===== src/shared/ddr2_timing_map.svh =====
// Purpose: offsets, field positions, reset values and timing counts for the command timing core
// Assumes: 40 MHz command clock, period 25 ns
// Notes:   nanosecond figures are held in ps; cycle counts round up to whole clocks
`ifndef DDR2_TIMING_MAP_SVH
`define DDR2_TIMING_MAP_SVH

// clock period of ref_clk in ps
`define CLK_PERIOD_PS     25000
// nanosecond delays, in ps
`define T_RP_PS           15000
`define T_RTP_PS          7500
`define T_WTR_PS          7500
// delays fixed in clock cycles
`define XP_NCK            2
`define CCD_NCK           2
`define MRD_NCK           2
`define WTR_MIN_NCK       2
`define BURST_NCK         2
// round-up conversion of a ps delay to clock cycles
`define CEIL_CYC(ps)      (((ps) + `CLK_PERIOD_PS - 1) / `CLK_PERIOD_PS)
`define RP_CYC            `CEIL_CYC(`T_RP_PS)
`define RTP_CYC           `CEIL_CYC(`T_RTP_PS)
`define WTR_CYC           ((`CEIL_CYC(`T_WTR_PS) > `WTR_MIN_NCK) ? `CEIL_CYC(`T_WTR_PS) : `WTR_MIN_NCK)
// mode register fields
`define MR_CL_LSB         4
`define MR_WR_LSB         9
`define EMR_AL_LSB        3
`define EMR_DQS_BIT       10
`define CL_MIN            3
// reset values: read latency 3, recovery 1, additive 0, differential strobe
`define MR_RST            14'h0030
`define EMR_RST           14'h0000
`define NUM_BANKS         4

`endif


===== src/shared/ddr2_timing_pkg.sv =====
// Purpose: types shared by the command timing core and its bank timers
// Assumes: nothing beyond the map header
// Notes:   numbers live in ddr2_timing_map.svh
package ddr2_timing_pkg;

    // command codes presented on cmd_code
    typedef enum logic [2:0] {
        CMD_ACT  = 3'h0,
        CMD_RD   = 3'h1,
        CMD_RDA  = 3'h2,
        CMD_WR   = 3'h3,
        CMD_WRA  = 3'h4,
        CMD_PRE  = 3'h5,
        CMD_MRS  = 3'h6,
        CMD_EMRS = 3'h7
    } cmd_e;

    // power-down tracking, one-hot
    typedef enum logic [2:0] {
        PD_RUN  = 3'b001,
        PD_DOWN = 3'b010,
        PD_EXIT = 3'b100
    } pd_state_e;

    // width of every spacing counter
    typedef logic [5:0] cyc_t;

endpackage


===== src/shared/bank_timer_if.sv =====
// Purpose: carries load requests and ready flags between the core and one bank timer
// Assumes: one instance per bank
// Notes:   cycle values are the full spacing, the timer subtracts one itself
`timescale 1ns/1ps
interface bank_timer_if;
    import ddr2_timing_pkg::*;
    logic load_act;     // start a wait before the next activate
    logic load_pre;     // start a wait before the next precharge
    cyc_t act_cycles;   // spacing for the activate wait
    cyc_t pre_cycles;   // spacing for the precharge wait
    logic act_ok;       // activate may be taken now
    logic pre_ok;       // precharge may be taken now
    modport ctrl  (output load_act, load_pre, act_cycles, pre_cycles, input act_ok, pre_ok);
    modport timer (input load_act, load_pre, act_cycles, pre_cycles, output act_ok, pre_ok);
endinterface


===== src/verilog/bank_timer.sv =====
// Purpose: per-bank down-counters that hold off activate and precharge
// Assumes: loads come from accepted commands only
// Notes:   a new load never shortens a wait already running
`timescale 1ns/1ps
module bank_timer import ddr2_timing_pkg::*; (
    input wire logic    ref_clk,
    input wire logic    rst,
    input wire logic    clk_en,
    bank_timer_if.timer tif
);

    cyc_t act_cnt_reg;   // cycles left before activate
    cyc_t act_cnt_next;
    cyc_t pre_cnt_reg;   // cycles left before precharge
    cyc_t pre_cnt_next;

    // load with spacing minus one so that the command lands exactly on cycle N
    function automatic cyc_t step(input logic ld, input cyc_t cyc, input cyc_t cur);
        cyc_t dec;
        dec = (cur != 6'h00) ? cyc_t'(cur - 6'h01) : 6'h00;
        if (ld && (cyc_t'(cyc - 6'h01) > dec)) begin
            step = cyc_t'(cyc - 6'h01);
        end else begin
            step = dec;
        end
    endfunction

    // next counter values
    always_comb begin
        act_cnt_next = step(tif.load_act, tif.act_cycles, act_cnt_reg);
        pre_cnt_next = step(tif.load_pre, tif.pre_cycles, pre_cnt_reg);
    end

    // registers, frozen while clk_en is low
    always_ff @(posedge ref_clk or posedge rst) begin
        if (rst) begin
            act_cnt_reg <= 6'h00;
            pre_cnt_reg <= 6'h00;
        end else if (clk_en) begin
            act_cnt_reg <= act_cnt_next;
            pre_cnt_reg <= pre_cnt_next;
        end
    end

    // ready once the counters reach zero
    assign tif.act_ok = (act_cnt_reg == 6'h00);
    assign tif.pre_ok = (pre_cnt_reg == 6'h00);

endmodule


===== src/verilog/ddr2_timing_core.sv =====
// Purpose: command acceptance and spacing checks of the memory, as seen behind its pins
// Assumes: cke_pin and vref_ok_pin are asynchronous; commands are on ref_clk
// Notes:   an illegal command is refused and latches timing_error until re-initialisation
`timescale 1ns/1ps
`include "ddr2_timing_map.svh"

// Summary of operation
// - power-down exit at Tm, activate at Tm+2
// - nanosecond delays round up, counted in edges
// - extended mode bit 10 selects single-ended strobe
// - before reference settles, clock enable reads low
// - write latency is read latency minus one
module ddr2_timing_core import ddr2_timing_pkg::*; (
    input  wire logic        ref_clk,
    input  wire logic        rst,
    input  wire logic        clk_en,
    input  wire logic        cke_pin,
    input  wire logic        vref_ok_pin,
    input  wire logic        cmd_valid,
    input  wire cmd_e        cmd_code,
    input  wire logic [1:0]  cmd_bank,
    input  wire logic [13:0] cmd_addr,
    input  wire logic        dq_timing_bad,
    output logic             cmd_accept,
    output logic             cke_active,
    output logic             in_powerdown,
    output logic             strobe_single_ended,
    output logic             write_strobe_due,
    output logic             timing_error,
    output logic             read_data_suspect
);

    localparam cyc_t RP_CYC  = cyc_t'(`RP_CYC);
    localparam cyc_t RTP_CYC = cyc_t'(`RTP_CYC);
    localparam cyc_t WTR_CYC = cyc_t'(`WTR_CYC);
    localparam cyc_t XP_CYC  = cyc_t'(`XP_NCK);
    localparam cyc_t CCD_CYC = cyc_t'(`CCD_NCK);
    localparam cyc_t MRD_CYC = cyc_t'(`MRD_NCK);
    localparam cyc_t BST_CYC = cyc_t'(`BURST_NCK);

    // true for read and write bursts
    function automatic logic is_column(input cmd_e c);
        is_column = (c == CMD_RD) || (c == CMD_RDA) || (c == CMD_WR) || (c == CMD_WRA);
    endfunction

    // true for the two write flavours
    function automatic logic is_write(input cmd_e c);
        is_write = (c == CMD_WR) || (c == CMD_WRA);
    endfunction

    // pin synchronisers and settled levels
    logic [2:0]  cke_sync_reg;     // three-stage chain for the clock-enable pin
    logic [2:0]  cke_sync_next;
    logic [2:0]  vref_sync_reg;    // three-stage chain for the reference-good pin
    logic [2:0]  vref_sync_next;
    logic        cke_level_reg;    // settled clock-enable level
    logic        cke_level_next;
    logic        vref_level_reg;   // settled reference-good level
    logic        vref_level_next;
    // power-down tracking
    pd_state_e   pd_state_reg;
    pd_state_e   pd_state_next;
    cyc_t        xp_cnt_reg;       // cycles left after power-down exit
    cyc_t        xp_cnt_next;
    // global spacing counters
    cyc_t        ccd_cnt_reg;      // column to column
    cyc_t        ccd_cnt_next;
    cyc_t        mrd_cnt_reg;      // mode set to mode set
    cyc_t        mrd_cnt_next;
    cyc_t        wtr_cnt_reg;      // write to read
    cyc_t        wtr_cnt_next;
    // mode registers
    logic [13:0] mode_reg;
    logic [13:0] mode_next;
    logic [13:0] extended_mode_reg;
    logic [13:0] extended_mode_next;
    // error and data-quality state
    logic        err_reg;
    logic        err_next;
    logic        pd_seen_reg;      // power-down seen since the error
    logic        pd_seen_next;
    logic [3:0]  suspect_reg;      // per-bank corrupted-write marks
    logic [3:0]  suspect_next;
    logic        rd_suspect_reg;
    logic        rd_suspect_next;
    logic [15:0] wr_pipe_reg;      // one bit per cycle since each accepted write
    logic [15:0] wr_pipe_next;
    logic        wstrobe_reg;
    logic        wstrobe_next;
    // combinational decode
    logic        cke_eff;          // clock enable as the core sees it
    logic        pd_ready;         // exit spacing has elapsed
    logic        legal;            // command meets every spacing
    logic        violation;        // valid command that breaks spacing
    logic [3:0]  act_ok;
    logic [3:0]  pre_ok;
    logic [3:0]  cl_eff;
    logic [3:0]  wl;               // write latency in cycles
    cyc_t        wr_cyc;           // programmed write recovery
    cyc_t        act_val;
    cyc_t        pre_val;
    logic        ld_act;
    logic        ld_pre;

    bank_timer_if bt_if [`NUM_BANKS] ();

    // one timer per bank, each loaded only by commands aimed at it
    genvar g;
    generate
        for (g = 0; g < `NUM_BANKS; g++) begin : g_bank
            assign bt_if[g].load_act   = ld_act && (cmd_bank == 2'(g));
            assign bt_if[g].load_pre   = ld_pre && (cmd_bank == 2'(g));
            assign bt_if[g].act_cycles = act_val;
            assign bt_if[g].pre_cycles = pre_val;
            assign act_ok[g]           = bt_if[g].act_ok;
            assign pre_ok[g]           = bt_if[g].pre_ok;
            bank_timer u_timer (
                .ref_clk (ref_clk),
                .rst     (rst),
                .clk_en  (clk_en),
                .tif     (bt_if[g])
            );
        end
    endgenerate

    // latencies from the mode registers; write latency one under read latency
    always_comb begin
        cl_eff = {1'b0, mode_reg[`MR_CL_LSB +: 3]};
        if (cl_eff < 4'(`CL_MIN)) begin
            cl_eff = 4'(`CL_MIN);
        end
        wl     = 4'(cl_eff + {1'b0, extended_mode_reg[`EMR_AL_LSB +: 3]} - 4'h1);
        wr_cyc = cyc_t'({3'b000, mode_reg[`MR_WR_LSB +: 3]} + 6'h01);
    end

    // settled levels; no reference means clock enable reads low
    assign cke_eff  = vref_level_reg && cke_level_reg;
    assign pd_ready = (pd_state_reg == PD_RUN) || ((pd_state_reg == PD_EXIT) && (xp_cnt_reg == 6'h00));

    // spacing check of the command on the bus
    always_comb begin
        unique case (cmd_code)
            CMD_ACT:           legal = act_ok[cmd_bank];
            CMD_PRE:           legal = pre_ok[cmd_bank];
            CMD_RD, CMD_RDA:   legal = (ccd_cnt_reg == 6'h00) && (wtr_cnt_reg == 6'h00);
            CMD_WR, CMD_WRA:   legal = (ccd_cnt_reg == 6'h00);
            CMD_MRS, CMD_EMRS: legal = (mrd_cnt_reg == 6'h00);
        endcase
    end

    // commands count only with valid inputs and clock enable high
    // a frozen core takes nothing and flags nothing, since its counters would not move
    assign violation  = clk_en && cmd_valid && cke_eff && !(pd_ready && legal);
    assign cmd_accept = clk_en && cmd_valid && cke_eff && pd_ready && legal;

    // bank timer loads, all from accepted commands
    always_comb begin
        ld_act  = cmd_accept && ((cmd_code == CMD_PRE) || (cmd_code == CMD_RDA) || (cmd_code == CMD_WRA));
        ld_pre  = cmd_accept && ((cmd_code == CMD_RD) || (cmd_code == CMD_WR));
        act_val = RP_CYC;
        pre_val = RTP_CYC;
        if (cmd_code == CMD_RDA) begin
            act_val = cyc_t'(RTP_CYC + RP_CYC);
        end else if (cmd_code == CMD_WRA) begin
            act_val = cyc_t'({2'b00, wl} + BST_CYC + wr_cyc + RP_CYC);
        end
        if (cmd_code == CMD_WR) begin
            pre_val = cyc_t'({2'b00, wl} + BST_CYC + wr_cyc);
        end
    end

    // synchronisers: a change counts once stages two and three agree
    always_comb begin
        cke_sync_next   = {cke_sync_reg[1:0], cke_pin};
        vref_sync_next  = {vref_sync_reg[1:0], vref_ok_pin};
        cke_level_next  = (cke_sync_reg[1] == cke_sync_reg[2]) ? cke_sync_reg[2] : cke_level_reg;
        vref_level_next = (vref_sync_reg[1] == vref_sync_reg[2]) ? vref_sync_reg[2] : vref_level_reg;
    end

    // power-down entry and exit; exit edge Tm blocks Tm and Tm+1
    always_comb begin
        pd_state_next = pd_state_reg;
        xp_cnt_next   = (xp_cnt_reg != 6'h00) ? cyc_t'(xp_cnt_reg - 6'h01) : 6'h00;
        unique case (pd_state_reg)
            PD_RUN: begin
                if (!cke_eff) pd_state_next = PD_DOWN;
            end
            PD_DOWN: begin
                if (cke_eff) begin
                    pd_state_next = PD_EXIT;
                    xp_cnt_next   = cyc_t'(XP_CYC - 6'h01);
                end
            end
            PD_EXIT: begin
                if (!cke_eff) pd_state_next = PD_DOWN;
                else if (xp_cnt_reg == 6'h00) pd_state_next = PD_RUN;
            end
            default: pd_state_next = PD_DOWN;  // illegal code: treat as powered down
        endcase
    end

    // global spacing counters
    always_comb begin
        ccd_cnt_next = (ccd_cnt_reg != 6'h00) ? cyc_t'(ccd_cnt_reg - 6'h01) : 6'h00;
        mrd_cnt_next = (mrd_cnt_reg != 6'h00) ? cyc_t'(mrd_cnt_reg - 6'h01) : 6'h00;
        wtr_cnt_next = (wtr_cnt_reg != 6'h00) ? cyc_t'(wtr_cnt_reg - 6'h01) : 6'h00;
        if (cmd_accept && is_column(cmd_code)) begin
            ccd_cnt_next = cyc_t'(CCD_CYC - 6'h01);
        end
        if (cmd_accept && ((cmd_code == CMD_MRS) || (cmd_code == CMD_EMRS))) begin
            mrd_cnt_next = cyc_t'(MRD_CYC - 6'h01);
        end
        if (cmd_accept && is_write(cmd_code)) begin
            // hold reads until the burst is in plus the write-to-read gap
            wtr_cnt_next = cyc_t'({2'b00, wl} + BST_CYC + WTR_CYC - 6'h01);
        end
    end

    // mode registers, error latch, corrupted-data marks, write strobe timing
    always_comb begin
        mode_next          = mode_reg;
        extended_mode_next = extended_mode_reg;
        if (cmd_accept && (cmd_code == CMD_MRS)) mode_next = cmd_addr;
        if (cmd_accept && (cmd_code == CMD_EMRS)) extended_mode_next = cmd_addr;
        // error clears only after power-down then a mode set; a new fault wins
        // a fresh violation asks for a fresh power-down before the clear
        pd_seen_next = (pd_seen_reg || (err_reg && (pd_state_reg == PD_DOWN))) &&
                       !(cmd_accept && (cmd_code == CMD_MRS)) && !violation;
        err_next     = violation || (err_reg && !(pd_seen_reg && cmd_accept && (cmd_code == CMD_MRS)));
        // a write with bad data timing marks the bank; a clean write clears it
        suspect_next = suspect_reg;
        if (cmd_accept && is_write(cmd_code)) begin
            suspect_next[cmd_bank] = dq_timing_bad;
        end
        rd_suspect_next = cmd_accept && !is_write(cmd_code) && is_column(cmd_code) && suspect_reg[cmd_bank];
        wr_pipe_next    = {wr_pipe_reg[14:0], cmd_accept && is_write(cmd_code)};
        wstrobe_next    = wr_pipe_reg[wl - 4'h2];
    end

    // state registers; asynchronous reset, frozen while clk_en is low
    always_ff @(posedge ref_clk or posedge rst) begin
        if (rst) begin
            cke_sync_reg      <= 3'h0;
            vref_sync_reg     <= 3'h0;
            cke_level_reg     <= 1'b0;
            vref_level_reg    <= 1'b0;
            pd_state_reg      <= PD_DOWN;
            xp_cnt_reg        <= 6'h00;
            ccd_cnt_reg       <= 6'h00;
            mrd_cnt_reg       <= 6'h00;
            wtr_cnt_reg       <= 6'h00;
            mode_reg          <= `MR_RST;
            extended_mode_reg <= `EMR_RST;
            err_reg           <= 1'b0;
            pd_seen_reg       <= 1'b0;
            suspect_reg       <= 4'h0;
            rd_suspect_reg    <= 1'b0;
            wr_pipe_reg       <= 16'h0000;
            wstrobe_reg       <= 1'b0;
        end else if (clk_en) begin
            cke_sync_reg      <= cke_sync_next;
            vref_sync_reg     <= vref_sync_next;
            cke_level_reg     <= cke_level_next;
            vref_level_reg    <= vref_level_next;
            pd_state_reg      <= pd_state_next;
            xp_cnt_reg        <= xp_cnt_next;
            ccd_cnt_reg       <= ccd_cnt_next;
            mrd_cnt_reg       <= mrd_cnt_next;
            wtr_cnt_reg       <= wtr_cnt_next;
            mode_reg          <= mode_next;
            extended_mode_reg <= extended_mode_next;
            err_reg           <= err_next;
            pd_seen_reg       <= pd_seen_next;
            suspect_reg       <= suspect_next;
            rd_suspect_reg    <= rd_suspect_next;
            wr_pipe_reg       <= wr_pipe_next;
            wstrobe_reg       <= wstrobe_next;
        end
    end

    // outputs
    assign cke_active          = cke_eff;
    assign in_powerdown        = (pd_state_reg == PD_DOWN);
    assign strobe_single_ended = extended_mode_reg[`EMR_DQS_BIT];
    assign write_strobe_due    = wstrobe_reg;
    assign timing_error        = err_reg;
    assign read_data_suspect   = rd_suspect_reg;
endmodule

===== config.mk =====
export PLATFORM = sky130hd
export DESIGN_NAME = ddr2_timing_core
export DESIGN_NICKNAME = d
export VERILOG_FILES = /design/src/shared/ddr2_timing_pkg.sv /design/src/shared/bank_timer_if.sv /design/src/verilog/bank_timer.sv /design/src/verilog/ddr2_timing_core.sv
export VERILOG_INCLUDE_DIRS = /design/src /design/src/shared
export SDC_FILE = /design/constraint.sdc
export NUM_CORES = 1
export LEC_CHECK = 0
export ABC_AREA = 0
export BUFFER_PORTS_ARGS = -buffer_cell sky130_fd_sc_hd__buf_4
export CAP_MARGIN = 20
export CORE_UTILIZATION = 29
export CTS_BUF_LIST = sky130_fd_sc_hd__clkbuf_8
export DETAILED_ROUTE_END_ITERATION = 12
export PLACE_DENSITY_LB_ADDON = 0.3
export SETUP_SLACK_MARGIN = 0.15
export SLEW_MARGIN = 20
export SYNTH_ARGS = -nofsm -noshare
export SYNTH_HDL_FRONTEND = slang
export SYNTH_SLANG_ARGS = --single-unit

===== constraint.sdc =====
create_clock -name ref_clk -period 7.75 [get_ports ref_clk]
set_input_delay 0.3875 -clock ref_clk [delete_from_list [all_inputs] [get_ports ref_clk]]
set_output_delay 0.3875 -clock ref_clk [all_outputs]
set_load 0.05 [all_outputs]

* Word level (Yosys, flattened, before mapping) *
Index checks and enable logic that the tools add are counted.

operators by class
  $lt $le $gt $ge = 12
  add/subtract/negate cells = 23
  reductions and logical operators = 93
  mux-type cells = 46
  eq/ne operators = 18

operators with widths
  kind                                                                           number
  6-bit two-way mux                                                              28
  6-bit by 1-bit subtractor with 6-bit output (second input constant)            15
  6-bit zero test                                                                12
  6-bit nonzero test                                                             12
  6-bit > comparator                                                             8
  1-bit logical AND                                                              42
  3-bit equality test (second input constant)                                    5
  3-bit two-way mux                                                              5
  1-bit logical OR                                                               11
  2-bit AND reduction                                                            5
  3-bit by 2-bit equality test with 1-bit output (second input constant)         3
  3-bit one-hot mux with 3 select lines                                          1
  5-bit by 2-bit adder with 6-bit output (second input constant)                 1
  6-bit by 1-bit adder with 6-bit output (second input constant)                 1
  6-bit by 4-bit adder with 6-bit output                                         1
  1-bit binary-select mux with 2-bit select                                      3
  3-bit by 1-bit equality test with 1-bit output (second input constant)         2
  2-bit OR reduction                                                             3
  4-bit by 2-bit adder with 5-bit output (second input constant)                 1
  1-bit zero test                                                                5
  4-bit by 5-bit less-than comparator with 1-bit output (second input constant)  1
  1-bit two-way mux                                                              5
  1-bit one-hot mux with 5 select lines                                          1
  3-bit by 1-bit adder with 4-bit output (second input constant)                 1
  other kinds (18)                                                               20

word-level totals
  output and inout port bits = 7
  register bits after elaboration = 130

* Logic depth before layout (Yosys ltp) *
  depth in word-level cells = 13
  gate-level depth with buffers = 27

* By module *
A second synthesis with hierarchy kept.

unflattened totals
  cells, all modules = 1008
  area, all modules = 9317.7 um^2

modules (own cells, without submodules)
  module            seq. area each (um^2)  cells an instance  times used  area an instance (um^2)
  bank_timer        300.3                  152                4           1298.7
  ddr2_timing_core  1730.4                 400                1           4122.7

* Worst setup path before layout *
No wires, ideal clock.

  kind = reg-to-reg
  from = reg mode_reg[5]
  to = reg g_bank[3].u_timer.act_cnt_reg[5]
  arrival time = 5.751 ns
  slack = 1.880 ns
  period minus slack after synthesis = 5.870 ns
  library setup time = 0.119 ns
  data required time = 7.631 ns
  buffers on the path = 1
  cell stages (with the launch flop) = 26
  cells stage by stage = dfstp_2 > nor2_1 > ha_1 > inv_1 > ha_1 > inv_1 > fa_1 > inv_1 > ha_1 > ha_1 > clkbuf_1 > xor2_1 > xnor2_1 > or3b_1 > nor4_1 > a21oi_1 > xnor2_1 > nor2_1 > ha_1 > nand4_1 > nor2_1 > or3_1 > nor4_2 > a21oi_1 > a21oi_1 > a21bo_2

on the way
  word-level cells in the longest chain between the ends = 13

RTL lines
  item                                                   line                                RTL
  start, declared                                        ddr2_timing_core.sv:73              logic [13:0] mode_reg;
  start signal, assigned                                 ddr2_timing_core.sv:252             mode_reg <= `MR_RST;
  start signal, assigned                                 ddr2_timing_core.sv:270             mode_reg <= mode_next;
  3-bit by 2-bit less-than comparator with 1-bit output  ddr2_timing_core.sv:129             if (cl_eff < 4'(`CL_MIN)) begin
  3-bit two-way mux *                                    ddr2_timing_core.sv:129
  3-bit by 3-bit adder with 4-bit output *               ddr2_timing_core.sv:132             wl = 4'(cl_eff + {1'b0, extended_mode_reg[`EMR_AL_LSB +: 3]} - 4'h1);
  4-bit by 1-bit subtractor with 4-bit output *          ddr2_timing_core.sv:132
  4-bit by 2-bit adder with 5-bit output *               ddr2_timing_core.sv:165             act_val = cyc_t'({2'b00, wl} + BST_CYC + wr_cyc + RP_CYC);
  6-bit by 4-bit adder with 6-bit output *               ddr2_timing_core.sv:165
  6-bit by 1-bit adder with 6-bit output *               ddr2_timing_core.sv:165
  6-bit two-way mux *                                    ddr2_timing_core.sv:164             end else if (cmd_code == CMD_WRA) begin
  6-bit two-way mux *                                    ddr2_timing_core.sv:162             if (cmd_code == CMD_RDA) begin
  6-bit by 1-bit subtractor with 6-bit output *          bank_timer.sv:21, bank_timer.sv:22
  6-bit > comparator                                     bank_timer.sv:21                    if (ld && (cyc_t'(cyc - 6'h01) > dec)) begin
  1-bit logical AND                                      bank_timer.sv:21
  6-bit two-way mux *                                    bank_timer.sv:21
  end signal, assigned                                   bank_timer.sv:40                    act_cnt_reg <= act_cnt_next;
  end, declared                                          bank_timer.sv:12                    cyc_t act_cnt_reg;

Mark *: on every way between the ends. The rest lies on a longest branch, timed or not.
A chain may end at the register's enable or synchronous reset.

* Final worst setup path *
Ends and elaborated chain as after synthesis.

==> metrics.txt <==
CTS Buffer Depth=2; Final Hold Viols=0; Setup WS post-layout=996 ps; commonest cells after routing, fill and taps aside=114 x dfrtp_1, 96 x nor2_1, 86 x nand2_1; vias per std cell=between 5 and 6; Slew headroom=0.360; Hold Path Class=input port to async pin; asr flop ratio synth=1.00; r2r endpoint=g_bank[3].u_timer.act_cnt_reg[5]; f_max=0.148 GHz; min Tclk post-route=a little under 7000 ps; Max IR drop VDD=~0.00011 V; 1st-pass router iterations=5; Worst Setup Start Kind=flop; Die Y=roughly 180 um; post-synth net total=between 1000 and 1500; most common cell after layout, fill and taps aside=dfrtp_1; # hold bufs at CTS=0; status=finished clean; fin cells=approximately 1400; H-tree depth=4; Synth Flop Type=dfrtp_1; Max Slew Vio Count=0; Critical Path RT=8090 ps; core region area=slightly below 30000 sq um; DP HPWL=15.4 mm; sequential area share after synthesis=0.335; RR Startpoint=mode_reg[5]; post-synthesis instance area=roughly 8700 sq um; P&R area growth vs syn=11.7%; DRT Wirelength=about 21 mm; vias=around 7000; DRT iter0 DRCs=369; number of diodes=0; Mapped Cells=about 990; Worst Clk Skew=16.3 ps; register clock-pin slew on the reported worst setup and hold paths=80 ps; Worst-Margin Slew=953 ps; largest net degree at the start of global routing=74; top post-synthesis cells by area=dfrtp_1 33%, ha_1 11%, mux2_2 4.9%, nor2_1 4.1%, nand2_1 3.7%; critical path type=flop to flop; TritonCTS clock tree=yes; post-cts gate resize count=0; synth warn=0; Routability Congestion=~0.82; # fillers=3119; clk sink count=between 100 and 150; reg2reg setup slack=around 1000 ps; pre-CTS worst setup slack=between 1000 and 1500 ps; WL/cell=15.2 um; Netlist cell types=75; area leader, netlist=dfrtp_1; Post-synth EDFFs=0; r2r worst-path depth=24; share of post-route cells with drive strength above 1=0.142; Total GRT Usage=0.144; via count of the first global-routing pass=between 6000 and 7000; Max-cap violations=0; RSZ-0062 raised after global routing=no; Post-Syn Area per Cell=~9 sq um; top cell type's share of synthesized area=0.326; WHS=72.6 ps; crit path max fanout=7; Root Buffer=clkbuf_8; #FFs+latches synth=117; post-route setup TNS=0 ps; CTS Buf Count=17; worst skew pair latency=460 ps; Period Utilization, post-route=0.872; Finished Cell Area=between 9000 and 10000 sq um; DP Cell Count=roughly 1400; # nets final=approximately 1100; Post-CTS Setup Inserts=0; DRC Markers=0; IO buf count=25; die area=30800 sq um; Starting Density=0.295; num rows=63; number of antenna violations at the first check in global routing=0; Post-Route Utilization=0.329; Die Wd=~180 um; worst path arrival time=a little over 7000 ps; total power=2.57 mW; boundary pin count=33; Final setup viols=0; Cell Area, Placed=9350 sq um; Detail Route Antenna Nets=0; Lkg Pwr=roughly 4.3 nW; Setup crit end kind=flop; first-pass GRT wire length=between 30 and 40 mm; power per cell area=around 260 nW/um^2; GR Overflow Total=0
worst max path at each step:
stage,from,cells past startpoint,to,slack [ps]
after detailed placement,mode_reg[5],24,g_bank[3].u_timer.act_cnt_reg[5],1040
final,mode_reg[5],24,g_bank[3].u_timer.act_cnt_reg[5],1000
after CTS,mode_reg[5],24,g_bank[3].u_timer.act_cnt_reg[5],1020
after floorplan,mode_reg[5],25,g_bank[3].u_timer.act_cnt_reg[5],1880
after global routing,mode_reg[6],25,g_bank[3].u_timer.act_cnt_reg[5],550
after global placement,mode_reg[5],24,g_bank[3].u_timer.act_cnt_reg[5],1160
worst max-delay path: stages, from the launching register on:
cell and delay, ps:
dfstp_2 530, nor2_1 40, ha_1 270, inv_1 60, ha_1 130, inv_1 40, fa_1 570, inv_1 100
ha_1 360, ha_1 430, xor2_1 520, xnor2_1 230, or3b_1 430, nor4_1 250, a21oi_1 80, xnor2_1 430
nor2_1 230, ha_1 360, nand4_1 90, nor2_1 60, or3_1 350, nor4_2 630, a21oi_1 80, a21oi_1 130
a21bo_2 230
cell type report:
cell class                 instances  area [sq um]  share of cell area
clock buffer                      17           234              0.0240
sequential                       117          2930               0.300
tap                              390           488              0.0500
clock inverter                    15           180              0.0185
timing repair buffer              33           248              0.0254
multi-input combinational        770          5420               0.555
inverter                          69           262              0.0268
cells in the mapped netlist (all sizes together), types with 6 or more instances:
cell type	instances
clkbuf	24
nor4b	6
inv	68
xnor2	18
mux2	42
a21o	12
o21ai	56
a221o	6
nor3b	6
or2	12
and2	7
mux4	6
buf	8
nand4	10
mux2i	19
nand3b	7
a21oi	61
nor3	44
nand2	86
nand3	24
nor2b	19
or3	9
dfrtp	114
nand2b	19
o21a	9
a31oi	7
nor2	96
ha	76
xor2	18
nor4	18
and3	7
o211ai	7
logic make-up (layout without fill, tap and decap cells):
logic type,Yosys count,count (layout),share of synthesized area
fa+ha+maj,78,78,0.113
flops,117,117,0.335
mux,67,67,0.0914
simple gates,384,384,0.231
buf+inv,101,134,0.0448
compound gates,205,205,0.147
xor+xnor,36,36,0.0361
metal layers:
metal | up-vias | routed length, um | part of all wire | global-route usage
li1 | 3603 | - | - | -
met1 | 3403 | 10500 | 0.49 | 0.195
met2 | 116 | 9830 | 0.46 | 0.233
met3 | 24 | 757 | 0.035 | 0.0262
met4 | 0 | 346 | 0.016 | 0.0446
met5 | - | 0 | 0 | 0
power by group:
part	internal (mW)	switching, mW
registers	0.778	0.187
clock network	0.300	0.317
logic	0.462	0.528
total	1.54	1.03
No activity file was read; power rests on OpenSTA's default activity.
